<file path="config.mk">
export PLATFORM = sky130hd
export DESIGN_NAME = cksel_top
export DESIGN_NICKNAME = d
export VERILOG_FILES = /design/src/cksel_pkg.sv /design/src/cksel_top.sv
export SDC_FILE = /design/constraint.sdc
export NUM_CORES = 1
export LEC_CHECK = 0
export BUFFER_PORTS_ARGS = -buffer_cell sky130_fd_sc_hd__buf_2
export CAP_MARGIN = 20
export CORE_MARGIN = 2
export CORE_UTILIZATION = 59
export CTS_BUF_LIST = sky130_fd_sc_hd__clkbuf_4 sky130_fd_sc_hd__clkbuf_8
export DETAILED_ROUTE_END_ITERATION = 6
export PLACE_DENSITY = 0.87
export SLEW_MARGIN = 10
export SYNTH_ARGS = -nofsm -noshare
export SYNTH_HDL_FRONTEND = slang
export SYNTH_SLANG_ARGS = --single-unit
</file>
<file path="constraint.sdc">
create_clock -name clk -period 2.4 [get_ports clk]
set_input_delay 0.24 -clock clk [delete_from_list [all_inputs] [get_ports clk]]
set_output_delay 0.24 -clock clk [all_outputs]
set_load 0.01 [all_outputs]
</file>
<file path="src/cksel_pkg.sv">
// Package for the clock output steering and crystal trim block.
// Assumes a 40 MHz system clock and a plain address/strobe register port.
package cksel_pkg;

  // Register port widths
  localparam int CKSEL_AW = 8;
  localparam int CKSEL_DW = 16;

  // Register word offsets
  localparam logic [7:0] CKSEL_OFF_IN_CAP_RB = 8'h73;
  localparam logic [7:0] CKSEL_OFF_OUT_CAP_RB = 8'h74;
  localparam logic [7:0] CKSEL_OFF_CAP_ADJ = 8'h77;
  localparam logic [7:0] CKSEL_OFF_KEY = 8'h7a;
  localparam logic [7:0] CKSEL_OFF_SRC_SEL = 8'h7c;
  localparam logic [7:0] CKSEL_OFF_DIV_CTRL = 8'h7d;

  // Security key value; arbitrary
  localparam logic [15:0] CKSEL_KEY_VALUE = 16'h5a3c;

  // Field positions, source select register
  localparam int CKSEL_A_SRC_LO = 5;
  localparam int CKSEL_B_SRC_LO = 3;
  localparam int CKSEL_C_SRC_BIT = 0;
  // Field positions, divider register
  localparam int CKSEL_B_DIV_BIT = 7;
  localparam int CKSEL_C_DIV_BIT = 6;
  // Field positions, capacitance adjust register
  localparam int CKSEL_OUT_ADJ_LO = 4;
  localparam int CKSEL_IN_ADJ_LO = 0;
  localparam int CKSEL_TRIM_W = 5;
  localparam int CKSEL_ADJ_W = 4;

  // Output A source codes
  localparam logic [1:0] CKSEL_A_PHASE_B = 2'h0;
  localparam logic [1:0] CKSEL_A_PIN_TWO = 2'h1;
  localparam logic [1:0] CKSEL_A_OSC = 2'h2;
  // Output B source codes
  localparam logic [1:0] CKSEL_B_PHASE_C = 2'h0;
  localparam logic [1:0] CKSEL_B_PIN_THREE = 2'h1;
  localparam logic [1:0] CKSEL_B_FLL = 2'h2;
  // Output C source codes
  localparam logic CKSEL_C_OSC = 1'h0;
  localparam logic CKSEL_C_FLL = 1'h1;

  // Reset values
  localparam logic [1:0] CKSEL_A_SRC_RST = 2'h0;
  localparam logic CKSEL_B_DIV_RST = 1'h0;
  localparam logic CKSEL_C_DIV_RST = 1'h1;
  localparam logic [3:0] CKSEL_ADJ_RST = 4'h0;
  // Cycles after reset during which strap defaults are loaded
  localparam logic [1:0] CKSEL_INIT_CYCLES = 2'h3;

  // Register port request
  typedef struct packed {
    logic [7:0] addr;
    logic [15:0] wdata;
    logic wr;
    logic rd;
  } cksel_bus_req_t;

  // Raw clock sources and straps
  typedef struct packed {
    logic phase_loop_b;
    logic phase_loop_c;
    logic frequency_locked_loop;
    logic osc;
    logic general_pin_two;
    logic general_pin_three;
    logic clock_override_strap;
    logic strap_pin;
  } cksel_src_t;

endpackage : cksel_pkg

</file>
<file path="src/cksel_top.sv">
// Clock output steering, loop post dividers and crystal trim registers.
// Assumes sources and straps arrive from pins and are synchronised here;
// the register port master keeps one-cycle strobes, never both at once.
`timescale 1ns/1ps

module cksel_top
  import cksel_pkg::*;
(
  // Clock and reset
  input wire logic clk,
  input wire logic nrst,
  // Register port
  input wire logic [7:0] reg_addr,
  input wire logic [15:0] reg_wdata,
  input wire logic reg_wr,
  input wire logic reg_rd,
  output logic [15:0] reg_rdata,
  // Clock sources and straps, asynchronous pins
  input wire logic phase_loop_b,
  input wire logic phase_loop_c,
  input wire logic frequency_locked_loop,
  input wire logic osc_clk,
  input wire logic general_pin_two,
  input wire logic general_pin_three,
  input wire logic clock_override_strap,
  input wire logic strap_pin,
  // Factory trim codes, static after power-up
  input wire logic [4:0] crystal_in_trim_value,
  input wire logic [4:0] crystal_out_trim_value,
  // Clock outputs
  output logic clk_out_a,
  output logic clk_out_b,
  output logic clk_out_c,
  // Capacitance adjust to the oscillator
  output logic [3:0] crystal_in_cap_adjust,
  output logic [3:0] crystal_out_cap_adjust
);

  // Whole state of the block
  typedef struct packed {
    cksel_src_t sync1;         // First synchroniser stage
    cksel_src_t sync2;         // Second synchroniser stage
    logic b_loop_prev;         // Edge detect history
    logic c_loop_prev;         // Edge detect history
    logic [1:0] b_loop_cnt;    // B loop post divider count
    logic [1:0] c_loop_cnt;    // C loop post divider count
    logic ovr_prev;            // Strap change detect
    logic pin_prev;            // Strap change detect
    logic [1:0] init_cnt;      // Strap default load window
    logic [1:0] a_src;         // Output A source
    logic [1:0] b_src;         // Output B stored source
    logic c_src;               // Output C stored source
    logic b_div;               // B loop divider select
    logic c_div;               // C loop divider select
    logic [3:0] out_adj;       // Crystal out adjust
    logic [3:0] in_adj;        // Crystal in adjust
    logic [4:0] in_trim_s;     // Trim synchroniser first stage, in side
    logic [4:0] out_trim_s;    // Trim synchroniser first stage, out side
    logic [4:0] in_trim;       // Captured trim, in side
    logic [4:0] out_trim;      // Captured trim, out side
    logic unlocked;            // Security key accepted
    logic [15:0] rdata;        // Read data for one cycle
    logic out_a;               // Output A flop
    logic out_b;               // Output B flop
    logic out_c;               // Output C flop
  } cksel_state_t;

  cksel_state_t state_q;
  cksel_state_t state_d;
  cksel_bus_req_t req;         // Bundled register request
  cksel_src_t src_raw;         // Bundled raw pins
  logic ovr;                   // Synchronised override strap
  logic pin5;                  // Synchronised strap pin
  logic [1:0] b_src_eff;       // Effective output B source
  logic c_src_eff;             // Effective output C source
  logic b_loop_div;            // Divided B loop clock
  logic c_loop_div;            // Divided C loop clock

  // Pick a divided phase from a two-bit edge counter
  function automatic logic post_div(input logic [1:0] cnt, input logic by_four);
    post_div = by_four ? cnt[1] : cnt[0];
  endfunction : post_div

  // Rising edge of a synchronised level
  function automatic logic rise(input logic now, input logic prev);
    rise = now & ~prev;
  endfunction : rise

  // Bundle ports into carriers
  assign req = '{addr: reg_addr, wdata: reg_wdata, wr: reg_wr, rd: reg_rd};
  assign src_raw = '{
    phase_loop_b: phase_loop_b,
    phase_loop_c: phase_loop_c,
    frequency_locked_loop: frequency_locked_loop,
    osc: osc_clk,
    general_pin_two: general_pin_two,
    general_pin_three: general_pin_three,
    clock_override_strap: clock_override_strap,
    strap_pin: strap_pin
  };

  // Straps read only from the second stage
  assign ovr = state_q.sync2.clock_override_strap;
  assign pin5 = state_q.sync2.strap_pin;

  // Effective selects; forced values win over the stored field
  always_comb
  begin
    if (!ovr)
    begin
      b_src_eff = CKSEL_B_FLL;
    end
    else
    begin
      b_src_eff = state_q.b_src;
    end
    if (!ovr && !pin5)
    begin
      c_src_eff = CKSEL_C_FLL;
    end
    else
    begin
      c_src_eff = state_q.c_src;
    end
  end

  // Post divider taps
  assign b_loop_div = post_div(state_q.b_loop_cnt, state_q.b_div);
  assign c_loop_div = post_div(state_q.c_loop_cnt, state_q.c_div);

  // Next-state logic for the whole block
  always_comb
  begin
    logic strap_change;
    logic wr_src;
    logic wr_div;
    logic wr_adj;
    strap_change = 1'b0;
    wr_src = 1'b0;
    wr_div = 1'b0;
    wr_adj = 1'b0;
    state_d = state_q;

    // Two-stage synchroniser on every pin
    state_d.sync1 = src_raw;
    state_d.sync2 = state_q.sync1;

    // Post dividers count source edges; the 40 MHz clock limits source rate
    state_d.b_loop_prev = state_q.sync2.phase_loop_b;
    state_d.c_loop_prev = state_q.sync2.phase_loop_c;
    if (rise(state_q.sync2.phase_loop_b, state_q.b_loop_prev))
    begin
      state_d.b_loop_cnt = state_q.b_loop_cnt + 2'h1;
    end
    if (rise(state_q.sync2.phase_loop_c, state_q.c_loop_prev))
    begin
      state_d.c_loop_cnt = state_q.c_loop_cnt + 2'h1;
    end

    // Trim codes are captured continuously; software cannot alter them
    state_d.in_trim_s = crystal_in_trim_value;
    state_d.out_trim_s = crystal_out_trim_value;
    state_d.in_trim = state_q.in_trim_s;
    state_d.out_trim = state_q.out_trim_s;

    // Decode writes
    wr_src = req.wr && (req.addr == CKSEL_OFF_SRC_SEL);
    wr_div = req.wr && (req.addr == CKSEL_OFF_DIV_CTRL);
    wr_adj = req.wr && (req.addr == CKSEL_OFF_CAP_ADJ);

    // Register writes
    if (wr_src)
    begin
      state_d.a_src = req.wdata[CKSEL_A_SRC_LO +: 2];
      if (ovr)
      begin
        state_d.b_src = req.wdata[CKSEL_B_SRC_LO +: 2];
      end
      if (ovr || pin5)
      begin
        state_d.c_src = req.wdata[CKSEL_C_SRC_BIT];
      end
    end
    if (wr_div)
    begin
      state_d.b_div = req.wdata[CKSEL_B_DIV_BIT];
      state_d.c_div = req.wdata[CKSEL_C_DIV_BIT];
    end
    if (wr_adj)
    begin
      state_d.out_adj = req.wdata[CKSEL_OUT_ADJ_LO +: CKSEL_ADJ_W];
      state_d.in_adj = req.wdata[CKSEL_IN_ADJ_LO +: CKSEL_ADJ_W];
    end

    // Key register: exact match unlocks, anything else locks again
    if (req.wr && (req.addr == CKSEL_OFF_KEY))
    begin
      state_d.unlocked = (req.wdata == CKSEL_KEY_VALUE);
    end

    // Strap defaults reload after reset and whenever a strap moves
    state_d.ovr_prev = ovr;
    state_d.pin_prev = pin5;
    strap_change = (ovr != state_q.ovr_prev) || (pin5 != state_q.pin_prev);
    if (state_q.init_cnt != 2'h0)
    begin
      state_d.init_cnt = state_q.init_cnt - 2'h1;
    end
    // Defaults win over a write in the same cycle, so straps always settle
    if ((state_q.init_cnt != 2'h0) || strap_change)
    begin
      state_d.b_src = ovr ? CKSEL_B_PHASE_C : CKSEL_B_FLL;
      state_d.c_src = (ovr || pin5) ? CKSEL_C_OSC : CKSEL_C_FLL;
    end

    // Read data stands one cycle only
    state_d.rdata = 16'h0000;
    if (req.rd)
    begin
      case (req.addr)
        CKSEL_OFF_IN_CAP_RB:
        begin
          // Hidden unless the key was given
          if (state_q.unlocked)
          begin
            state_d.rdata[CKSEL_TRIM_W-1:0] = state_q.in_trim;
          end
        end
        CKSEL_OFF_OUT_CAP_RB:
        begin
          if (state_q.unlocked)
          begin
            state_d.rdata[CKSEL_TRIM_W-1:0] = state_q.out_trim;
          end
        end
        CKSEL_OFF_CAP_ADJ:
        begin
          state_d.rdata[CKSEL_OUT_ADJ_LO +: CKSEL_ADJ_W] = state_q.out_adj;
          state_d.rdata[CKSEL_IN_ADJ_LO +: CKSEL_ADJ_W] = state_q.in_adj;
        end
        CKSEL_OFF_KEY:
        begin
          state_d.rdata[0] = state_q.unlocked;
        end
        CKSEL_OFF_SRC_SEL:
        begin
          // Forced fields show what actually drives the pins
          state_d.rdata[CKSEL_A_SRC_LO +: 2] = state_q.a_src;
          state_d.rdata[CKSEL_B_SRC_LO +: 2] = b_src_eff;
          state_d.rdata[CKSEL_C_SRC_BIT] = c_src_eff;
        end
        CKSEL_OFF_DIV_CTRL:
        begin
          state_d.rdata[CKSEL_B_DIV_BIT] = state_q.b_div;
          state_d.rdata[CKSEL_C_DIV_BIT] = state_q.c_div;
        end
        default:
        begin
          // Unmapped reads return zero
          state_d.rdata = 16'h0000;
        end
      endcase
    end

    // Output A steering; reserved code parks low
    case (state_q.a_src)
      CKSEL_A_PHASE_B: state_d.out_a = b_loop_div;
      CKSEL_A_PIN_TWO: state_d.out_a = state_q.sync2.general_pin_two;
      CKSEL_A_OSC: state_d.out_a = state_q.sync2.osc;
      default: state_d.out_a = 1'b0;
    endcase

    // Output B steering; reserved code parks low
    case (b_src_eff)
      CKSEL_B_PHASE_C: state_d.out_b = c_loop_div;
      CKSEL_B_PIN_THREE: state_d.out_b = state_q.sync2.general_pin_three;
      CKSEL_B_FLL: state_d.out_b = state_q.sync2.frequency_locked_loop;
      default: state_d.out_b = 1'b0;
    endcase

    // Output C steering
    if (c_src_eff == CKSEL_C_FLL)
    begin
      state_d.out_c = state_q.sync2.frequency_locked_loop;
    end
    else
    begin
      state_d.out_c = state_q.sync2.osc;
    end
  end

  // State register with synchronous reset
  always_ff @(posedge clk)
  begin
    if (!nrst)
    begin
      state_q <= '0;
      state_q.init_cnt <= CKSEL_INIT_CYCLES;
      state_q.a_src <= CKSEL_A_SRC_RST;
      state_q.b_src <= CKSEL_B_FLL;
      state_q.c_src <= CKSEL_C_FLL;
      state_q.b_div <= CKSEL_B_DIV_RST;
      state_q.c_div <= CKSEL_C_DIV_RST;
      state_q.out_adj <= CKSEL_ADJ_RST;
      state_q.in_adj <= CKSEL_ADJ_RST;
    end
    else
    begin
      state_q <= state_d;
    end
  end

  // Outputs straight from flops
  assign reg_rdata = state_q.rdata;
  assign clk_out_a = state_q.out_a;
  assign clk_out_b = state_q.out_b;
  assign clk_out_c = state_q.out_c;
  assign crystal_in_cap_adjust = state_q.in_adj;
  assign crystal_out_cap_adjust = state_q.out_adj;

endmodule : cksel_top
</file>
# After elaboration in Yosys (flattened, before gate mapping)
# Index checks and enable logic that the tools add are counted.
[classes]
n_addsub = 3
n_eq_ne = 13
muxes = 21
n_bitwise = 4
reduce_logical = 19
[op_table]
columns = ["op", "n"]
rows = [
  ["$eq A8 B7 Y1 const B", 6],
  ["$eq A16 B15 Y1 const B", 1],
  ["$mux W5", 2],
  ["$pmux W1 S3", 3],
  ["$pmux W2 S4", 1],
  ["$reduce_bool A2 Y1", 4],
  ["$mux W1", 6],
  ["$mux W2", 3],
  ["$mux W3", 2],
  ["$pmux W2 S3", 1],
  ["$reduce_and A2 Y1", 3],
  ["$logic_and A1 B1 Y1", 5],
  ["$pmux W1 S5", 1],
  ["$add A2 B1 Y2 const B", 2],
  ["$eq A2 B1 Y1 const B", 2],
  ["$eq A2 B2 Y1 const B", 2],
  ["$logic_not A2 Y1", 2],
  ["$pmux W1 S2", 2],
  ["$logic_or A1 B1 Y1", 3],
  ["$and A1 B1 Y1", 2],
  ["$logic_not A1 Y1", 2],
  ["$ne A1 B1 Y1", 2],
  ["$not A1 Y1", 2],
  ["$sub A2 B1 Y2 const B", 1],
]
[word_totals]
register_bits = 81
output_inout_bits = 27

# Longest topological paths before layout
# Gate-level depths: netlist of the first run.
[logic_depth]
depth_word = 5
depth_mapped = 6

# Worst setup path after synthesis of the first run
# OpenSTA, ideal clock, no wires.
[synth_path]
path_kind = "input -> register"
start = "input reg_addr[3]"
end = "register state_q[50] (netlist name)"
setup_ps = 120
arrival_ps = 1323
required_ps = 2280
path_slack_ps = 957
path_stages = 5
path_buffers = 1
path_cell_list = "buf_2 > nor4bb_1 > nand3_1 > o21a_1 > o31a_1"
[synth_between]
elab_chain_len = 4
[synth_rtl]
columns = ["item", "line_no", "rtl"]
rows = [
  ["start: declaration", "cksel_top.sv:13", "input wire logic [7:0] reg_addr,"],
  ["$eq A8 B7 Y1", "cksel_top.sv:167", "wr_src = req.wr && (req.addr == CKSEL_OFF_SRC_SEL);"],
  ["$logic_and A1 B1 Y1", "cksel_top.sv:167", ""],
  ["$reduce_bool A2 Y1 (no source line)", "-", ""],
  ["$reduce_and A2 Y1 (no source line)", "-", ""],
  ["end signal: assignment", "cksel_top.sv:309", "state_q <= state_d;"],
  ["end: declaration", "cksel_top.sv:68", "cksel_state_t state_q;"],
]
# No other way between the ends.
# A chain may end at the register's enable or synchronous reset.

# Worst setup path after layout of the first run
[layout_path]
start = "input reg_addr[3]"
end = "register state_q (netlist bit crystal_out_cap_adjust[2])"
[layout_between]
elab_chain_len = 2
[layout_rtl]
columns = ["item", "line_no", "rtl"]
rows = [
  ["$eq A8 B7 Y1", "cksel_top.sv:169", "wr_adj = req.wr && (req.addr == CKSEL_OFF_CAP_ADJ);"],
  ["$logic_and A1 B1 Y1", "cksel_top.sv:169", ""],
]
# No other way between the ends.

==> results.toml, run 1 <==
[global_route]
grt_max_degree = 45
use_met1_pct = 26.7
busiest_layer = "met2"
track_usage_pct = 21.9
grt_pass1_vias = 1940
gr-total-overflow = 0
grt_util_met2_pct = 34.0
grt_use_met3_pct = 7.86
grt_pass1_wl_mm = 8.78
antenna_found_initial = 0

[worst_setup_path]
slowest_stage = "nand4_1"
rr_worst_depth = 4
crit_fanout = 16
cp-start-kind = "primary input"
rr_startpoint = "ovr"
arrival_ps = 1790
worstPathRequired_ps = 2610
crit_type = "primary input to flip-flop"
slowest_delay_ps = 540
worstPathCellList = "buf_2, and3b_1, nand4_1, nand3_1, o21ai_0"
r2r-end = "reg_rdata[0]"
end_kind = "flip-flop"
r2r_setup_slack_ps = 1080

[power_and_ir_drop]
peakVddDrop_uv = 599
power.total_uw = 2580
seqPwrFrac_pct = 49.4
pwr-share-clk_pct = 44.1
power_frac_comb_pct = 6.6
p_per_area_nw_per_um2 = 776
p_sw_share_pct = 21.2
p_leak_uw = 0.00147
internal_power_uw = 2030
power_switching_uw = 545

[worst_hold_path]
hp-start = "phase_loop_c"
holdPathEnd = "state_d[71]"
hold_path.class = "primary input to flip-flop"
min_path_cells = 2

[synth]
yosysWarnings = 0
ys_seq_elements = 73
postSynthAreaPerCell_sq_um = 9.51
synth_edf_count = 0
postSynth.asyncResetShare_pct = 0
yosysSeqAreaShare_pct = 50.6
ys_types = 48
netlist_area_sq_um = 2890
synthCells = 304
synthFlopType = "dfxtp_1"

[sta]
slew_headroom_pct = 62.2
rsz0062_at_grt = "false"
fin_crit_sh_pct = 65.9
skew_ps = 5.17
worst_pin_slew_ps = 566
slew_viol_final = 0
final-setup-viol-count = 0
hold_violations = 0
max_freq_ghz = 0.632
period_needed_ps = 1580
setup_tns_ps = 0

[clock_tree]
cts_inserted_buffers = 9
clock-root-buffer = "clkbuf_8"
htreeDepth = 3
cts_tree = "done"
insertion_delay_ps = 350
hold_buffers = 0
ctsLongestPathBuffers = 2
cts_resized = 0
clk_pin_slew_worst_paths_ps = 80
postCtsSetupRepairBufs = 0
cts_sinks = 73

[routing]
drt_iter0_drc = 226
wl_mm = 5.67
viasPerCell = 5.32
routedWlPerCell_um = 13.5
first_pass_iters = 4
drc = 0
num_vias = 2228
ant_nets = 0

[final_layout]
layout.nets = 395
final_area_sq_um = 3320
final_cell_mix = "dfxtp_1, buf_2, and2_1, nand2_1, nand3_1"
synthToLayoutAreaGrowth_pct = 14.9
stdcell_count = 419
final_common_cell = "dfxtp_1"
diodes = 0
layout-drive-gt1-share_pct = 23.3
fin_util_pct = 70.3

[placement]
hpwlAfterDp_mm = 3.95
numPortBuffers = 64
dpl_cell_area_sq_um = 3090
dp.cells = 404
place.gp.congestion = 0.836

[job]
maxCapViolations = 0

[die]
rows = 25
start_util_pct = 61.2
pin_count = 73
design.core.area_sq_um = 4720
dieArea_sq_um = 5470
dieHeight_um = 74.0
die_x_um = 74.0

[run_status]
status = "completed"
[stage by stage]
step | hold WS (ps) | worst slack (ps)
finish | 92.7 | 817
global route | 84.1 | 629
CTS | 81.0 | 837
detailed placement | 419 | 478
global placement | 413 | 625
floorplan | 367 | 957
[flip-flops by register name, summed over array words and instances, names as in the netlist]
name	cells
ovr	1
state_d	20
crystal_in_cap_adjust	4
clk_out_c	1
clk_out_a	1
reg_rdata	8
pin5	1
clk_out_b	1
crystal_out_cap_adjust	4
state_q	32
[layer usage]
layer	routed length [um]	up-vias
li1	-	1096
met3	441	18
met4	155	0
met2	2680	99
met1	2390	1015
met5	0	-
[worst max path at each step]
stage                     depth (start not counted)  slack (ps)                        end   startpoint
after floorplan                                   5         960                state_q[50]  reg_addr[3]
after global placement                            5         620  crystal_out_cap_adjust[1]  reg_addr[3]
after detailed placement                          5         480   crystal_in_cap_adjust[2]  reg_addr[3]
after CTS                                         5         840  crystal_out_cap_adjust[2]  reg_addr[3]
after global routing                              5         630  crystal_out_cap_adjust[2]  reg_addr[3]
final                                             5         820  crystal_out_cap_adjust[2]  reg_addr[3]
[power by group through the flow]
stage	logic [uW]	clock network, uW	registers (uW)
detailed placement	167	0	1300
floorplan	118	0	1290
CTS	169	1150	1270
global placement	161	0	1300
global route	191	1200	1280
finish	169	1140	1270
[cell usage after synthesis (4+ instances only)]
cell type   n  share of area, %
buf_4      24               6.2
buf_2       4              0.69
nand4_1     8               1.7
dfxtp_1    73                51
a21oi_1    10               1.7
a22o_1      5               1.5
nor2_1     11               1.4
nor2b_1     8               1.7
nand3_1    13               2.3
and2_1     40               8.7
o21ai_0    11               1.9
xnor2_1     4               1.2
nand2_1    23               3.0
mux2i_1     6               2.1
clkbuf_1    9               1.2
inv_1       8               1.0
[kinds of logic (layout without fill, tap and decap cells)]
logic type / after synthesis / count (layout) / share of synthesized area, %
other: 1 / 8 / 0.130
adders and majority gates: 1 / 1 / 0.433
muxes: 7 / 7 / 2.47
buffers and inverters: 47 / 88 / 9.44
and+or+nand+nor: 126 / 126 / 25.2
DFF: 73 / 73 / 50.6
xor gates and xnor gates: 7 / 7 / 2.12
AOI/OAI and AO/OA: 42 / 42 / 9.65
[worst max-delay path: cells and delay by family]
family	cells	cell delay, ps
AO/OA/AOI/OAI	1	120
AND/OR/NAND/NOR	3	1280
buffers and inverters	1	150
[cell type report]
cell class,count,area (sq um)
Sequential cell,73,1460
Clock buffer,10,131
Timing Repair Buffer,65,328
Tap cell,67,83.8
Multi-Input combinational cell,191,1180
Clock inverter,5,104
Fill cell,337,1400
Inverter,8,30.0
Note: power is estimated with default switching activity, not from simulation.
==> inputs of run 2 (changes only) <==
Settings changed: ABC_AREA from default to 1, CORE_UTILIZATION 59 to 55, PLACE_DENSITY 0.87 to 0.82.
Clock period 2.4 ns to 1.7 ns, I/O delays scaled along.
==> run 2 against run 1 <==
Critical path depth grew 4. Non-clock buffer count grew 13. Critical path type is now flip-flop to flip-flop. Total power grew 25%. Utilization shrank 5.0 points. Largest cell class unchanged. Clock skew grew 5.2 ps. Clock power is essentially flat. Synthesized area grew 6.0%. Critical endpoint is now state_q[52]. Worst hold slack lost 83 ps. Flip-flop and latch count is the same.
==> results.toml, run 2 <==
[synth]
yosysWarnings = 0
synthCells = 404
postSynthAreaPerCell_sq_um = 7.58
ys_top_cells_by_area = "dfxtp_1, nand2_1, inv_1"
yosysSeqAreaShare_pct = 47.7
synth_edf_count = 0
synth_area_leader_cell = "dfxtp_1"
synthFlopType = "dfxtp_1"
postSynth.asyncResetShare_pct = 0
ys_seq_elements = 73
netlist_area_sq_um = 3060
ys_types = 32
synth_top_area_share_pct = 47.7
yosys-top-cells-count = "nand2_1, inv_1, dfxtp_1, nand3_1, nor2_1"
yosysMostFrequentCell = "nand2_1"

[sta]
rsz0062_at_grt = "false"
max_freq_ghz = 0.676
skew_ps = 10.4
whs_ps = 9.70
final-setup-viol-count = 0
setup_tns_ps = 0
period_needed_ps = 1480
hold_violations = 0
slew_viol_final = 0
fin_crit_sh_pct = 87.0

[worst_setup_path]
crit_buf_inv = 3
cp_common_cell = "inv_1"
crit_fanout = 5
crit_family = "simple AND/OR/NAND/NOR gates"
worstPathCellList = "inv_1, ha_1, inv_1, a21oi_1, nand3_1, inv_1, nand2_1, nand2_1, nand3_1"
cp.depth = 9
slowest_stage = "dfxtp_1"
end_kind = "flip-flop"
crit_type = "flip-flop to flip-flop"
arrival_ps = 1690
cp-start-kind = "flip-flop"
rr_worst_depth = 9
worstPathRequired_ps = 1910
slowest_delay_ps = 320

[clock_tree]
cts_resized = 0
htreeDepth = 3
clk_pin_slew_worst_paths_ps = 70
clock-root-buffer = "clkbuf_8"
insertion_delay_ps = 340
postCtsSetupRepairBufs = 0
hold_buffers = 9
cts_sinks = 73
cts_tree = "done"
cts_inserted_buffers = 9
ctsLongestPathBuffers = 2

[power_and_ir_drop]
internal_power_uw = 2440
p_per_area_nw_per_um2 = 907
power.total_uw = 3220
power_frac_comb_pct = 8.2
power_switching_uw = 783
pwr-share-clk_pct = 36.0
peakVddDrop_uv = 554
seqPwrFrac_pct = 55.8
p_sw_share_pct = 24.3
p_leak_uw = 0.00189

[final_layout]
final_common_cell = "nand2_1"
diodes = 0
fin_util_pct = 65.3
fillers = 463
multiInputGateArea_sq_um = 1090
largest_register_ffs = 32
final_cell_mix = "nand2_1, inv_1, dfxtp_1, buf_2, nand3_1"
layout.nets = 512
seqCellArea_sq_um = 1460
top_register = "state_q"
synthToLayoutAreaGrowth_pct = 16.0
layout-drive-gt1-share_pct = 21.1

[placement]
numPortBuffers = 64
place.gp.congestion = 0.908
hpwlAfterDp_mm = 4.27

[die]
dieArea_sq_um = 6180
pin_count = 73
start_util_pct = 56.3
design.core.area_sq_um = 5440
dieHeight_um = 78.6
die_x_um = 78.6
rows = 27

[routing]
drc = 0
viasPerCell = 4.55
drt_iter0_drc = 215
wl_mm = 5.75
routedWlPerCell_um = 10.6
first_pass_iters = 4
num_vias = 2464
ant_nets = 0

[run_status]
status = "completed"

[global_route]
antenna_found_initial = 0
track_usage_pct = 20.5
gr-total-overflow = 0
grt_pass1_wl_mm = 9.85
grt_max_degree = 24
grt_pass1_vias = 2327

[job]
maxCapViolations = 0

[worst_hold_path]
hold_path.class = "primary input to flip-flop"
min_path_cells = 3
run 2: per-layer routing:
layer | part of all wire [%] | vias to the layer above | global-route usage [%] | routed length (um)
met1 | 46 | 1037 | 25.0 | 2630
met4 | 2.5 | 0 | 9.65 | 141
met3 | 6.5 | 13 | 5.63 | 371
li1 | - | 1334 | - | -
met5 | 0 | - | 0 | 0
met2 | 45 | 80 | 33.5 | 2610
run 2: metrics by stage:
stage	setup WS, ps	std cells	area [sq um]
6_report	221	542	3550
5_1_grt	55.4	542	3550
4_1_cts	225	542	3550
3_5_place_dp	233	517	3290
3_3_place_gp	235	517	3290
2_1_floorplan	425	411	3090
run 2: worst reg2reg max path, cell delays in order, from the launching register on:
cell,delay (ps)
dfxtp_1,320
inv_1,50
ha_1,210
inv_1,60
a21oi_1,220
nand3_1,160
inv_1,130
nand2_1,60
nand2_1,70
nand3_1,70
run 2: cell type report:
cell class / instances / share of cell area (%)
inverters: 78 / 8.24
well taps: 72 / 2.54
multi-input cells: 225 / 30.6
repair buffers: 78 / 12.6
clock buffers: 11 / 3.91
flip-flops and latches: 73 / 41.1
clock inverters: 5 / 0.916
run 2: final timing paths:
kind	slack [ps]	from	to
max	220	state_q[55]	state_q[52]
min	10	crystal_in_trim_value[1]	state_d[26]
min reg2reg	410	state_d[25]	state_q[25]
max reg2reg	220	state_q[55]	state_q[52]
run 2: power groups by stage:
stage | clock [uW] | sequential, uW | combinational, uW
floorplan | 0 | 1830 | 165
global placement | 0 | 1830 | 240
detailed placement | 0 | 1840 | 249
CTS | 1180 | 1800 | 265
global route | 1260 | 1800 | 305
finish | 1160 | 1800 | 265
run 2: kinds of logic after synthesis:
logic type / after synthesis / synth area share (%)
DFF: 73 / 47.7
adders and majority gates: 1 / 0.408
AOI/OAI and AO/OA: 46 / 8.46
xor gates and xnor gates: 1 / 0.286
and+or+nand+nor: 169 / 25.4
buffers and inverters: 113 / 17.6
other: 1 / 0.122
==> inputs of run 3 (changes only) <==
Settings changed: CORE_UTILIZATION 55 to 54, PLACE_DENSITY 0.82 to 0.8, TNS_END_PERCENT from default to 30.
==> run 3 against run 2 <==
Via count grew 4.1%. Sequential share of layout area shrank 1.1 points. Flip-flop and latch count is the same. First-iteration DRC count grew 0.47%. Cell count grew 0.74%. Final area grew 2.8%. Register-to-register slack gained 50 ps. Critical path type unchanged. Largest power group unchanged.
==> results.toml, run 3 (same netlist as run 2, synthesis figures left out) <==
[run_status]
status = "completed"

[power_and_ir_drop]
p_leak_uw = 0.00193
p_per_area_nw_per_um2 = 936
peakVddDrop_uv = 494
power.total_uw = 3420

[sta]
rsz0062_at_grt = "false"
fin_crit_sh_pct = 84.2
setup_tns_ps = 0
hold_violations = 0
period_needed_ps = 1430
skew_ps = 3.42
max_freq_ghz = 0.698
slew_viol_final = 0
final-setup-viol-count = 0

[final_layout]
layout-drive-gt1-share_pct = 20.3
final_area_sq_um = 3650
synthToLayoutAreaGrowth_pct = 19.2
layout.nets = 516
largest_register_ffs = 32
final_cell_mix = "nand2_1, inv_1, dfxtp_1, buf_2, nand3_1"
final_common_cell = "nand2_1"
diodes = 0
top_register = "state_q"

[die]
pin_count = 73
rows = 27
dieHeight_um = 79.3
dieArea_sq_um = 6290
start_util_pct = 55.6
design.core.area_sq_um = 5510
die_x_um = 79.3

[routing]
drt_iter0_drc = 216
first_pass_iters = 4
ant_nets = 0
wl_mm = 5.90
routedWlPerCell_um = 10.8
num_vias = 2565
drc = 0
viasPerCell = 4.70

[global_route]
grt_pass1_wl_mm = 10.1
grt_util_met2_pct = 33.1
busiest_layer = "met2"
use_met1_pct = 25.7
track_usage_pct = 20.7
grt_use_met3_pct = 5.34
grt_max_degree = 45
grt_pass1_vias = 2358
antenna_found_initial = 0
gr-total-overflow = 0

[clock_tree]
cts_inserted_buffers = 9
ctsLongestPathBuffers = 2
cts_sinks = 73
clock-root-buffer = "clkbuf_8"
clk_pin_slew_worst_paths_ps = 70
insertion_delay_ps = 340
cts_resized = 0
cts_tree = "done"
htreeDepth = 3

[worst_setup_path]
worstPathRequired_ps = 1920
r2r_setup_slack_ps = 270
crit_buf_inv = 3
crit_family = "simple AND/OR/NAND/NOR gates"
crit_type = "flip-flop to flip-flop"
arrival_ps = 1650
cp-start-kind = "flip-flop"
slowest_stage = "dfxtp_1"
slowest_delay_ps = 320
worstPathCellList = "inv_1, ha_1, inv_1, a21oi_1, nand3_1, inv_1, nand2_1, nand2_1, nand3_1"
crit_fanout = 5
end_kind = "flip-flop"
cp_common_cell = "inv_1"

[placement]
numPortBuffers = 64
dpl_cell_area_sq_um = 3290
hpwlAfterDp_mm = 4.35
place.gp.congestion = 0.867

[job]
maxCapViolations = 0

[worst_hold_path]
hold_path.class = "primary input to flip-flop"
==> run 3: cell types whose count changed in the layout (fill, tap and decap cells not counted), sizes merged <==
cell / before / now
buf: 69 / 66
bufinv: 0 / 1
clkinv: 2 / 3
clkinvlp: 3 / 0
dlygate4sd3: 9 / 16
inv: 78 / 79
==> run 3: power breakdown <==
group | leakage [uW] | internal [uW] | switching [uW]
sequential | 0.000598 | 1770 | 25.7
combinational | 0.00123 | 122 | 157
clock | 0.000107 | 732 | 609
total | 0.00193 | 2630 | 792
==> run 3: path summary, 6_finish.rpt <==
check | from | endpoint | cells past startpoint
setup / recovery | state_q[55] | state_q[52] | 9
hold / removal | crystal_out_trim_value[4] | state_d[24] | 3
setup reg to reg | state_q[55] | state_q[52] | 9
hold reg to reg | state_d[25] | state_q[25] | 2
==> run 3: worst register-to-register path, delay by kind of cell (launching register included) <==
family,cells,cell delay [ps]
buf+inv,3,230
flops,1,320
simple gates,4,340
fa+ha+maj,1,210
compound gates,1,190
==> run 3: layout make-up <==
class                   count  area [sq um]
repair buffers             82           520
multi-input cells         225          1090
clock buffers              11           145
flip-flops and latches     73          1460
fillers                   469          1850
well taps                  72          90.1
clock inverters             5          53.8
inverters                  78           293
==> run 3: what timing repair did <==
action / in CTS / in global routing
hold buffers: 16 / 0
buffers inserted: 0 / 0
hold endpoints to repair: 16 / 0
==> run 3: routing by layer <==
layer	vias up	routed length, um
li1	1338	-
met1	1108	2610
met2	109	2700
met3	10	458
met4	0	131
met5	-	0
==> run 3: per-stage QoR <==
stage / utilization (%) / cells / hold WS (ps) / setup WS (ps)
after global routing: 66.3 / 546 / 5.76 / 123
after detailed placement: 59.8 / 514 / 354 / 284
final: 66.3 / 546 / 16.4 / 268
after floorplan: - / 411 / 268 / 425
after global placement: 59.8 / 514 / 353 / 371
after CTS: 66.3 / 546 / 1.32 / 267
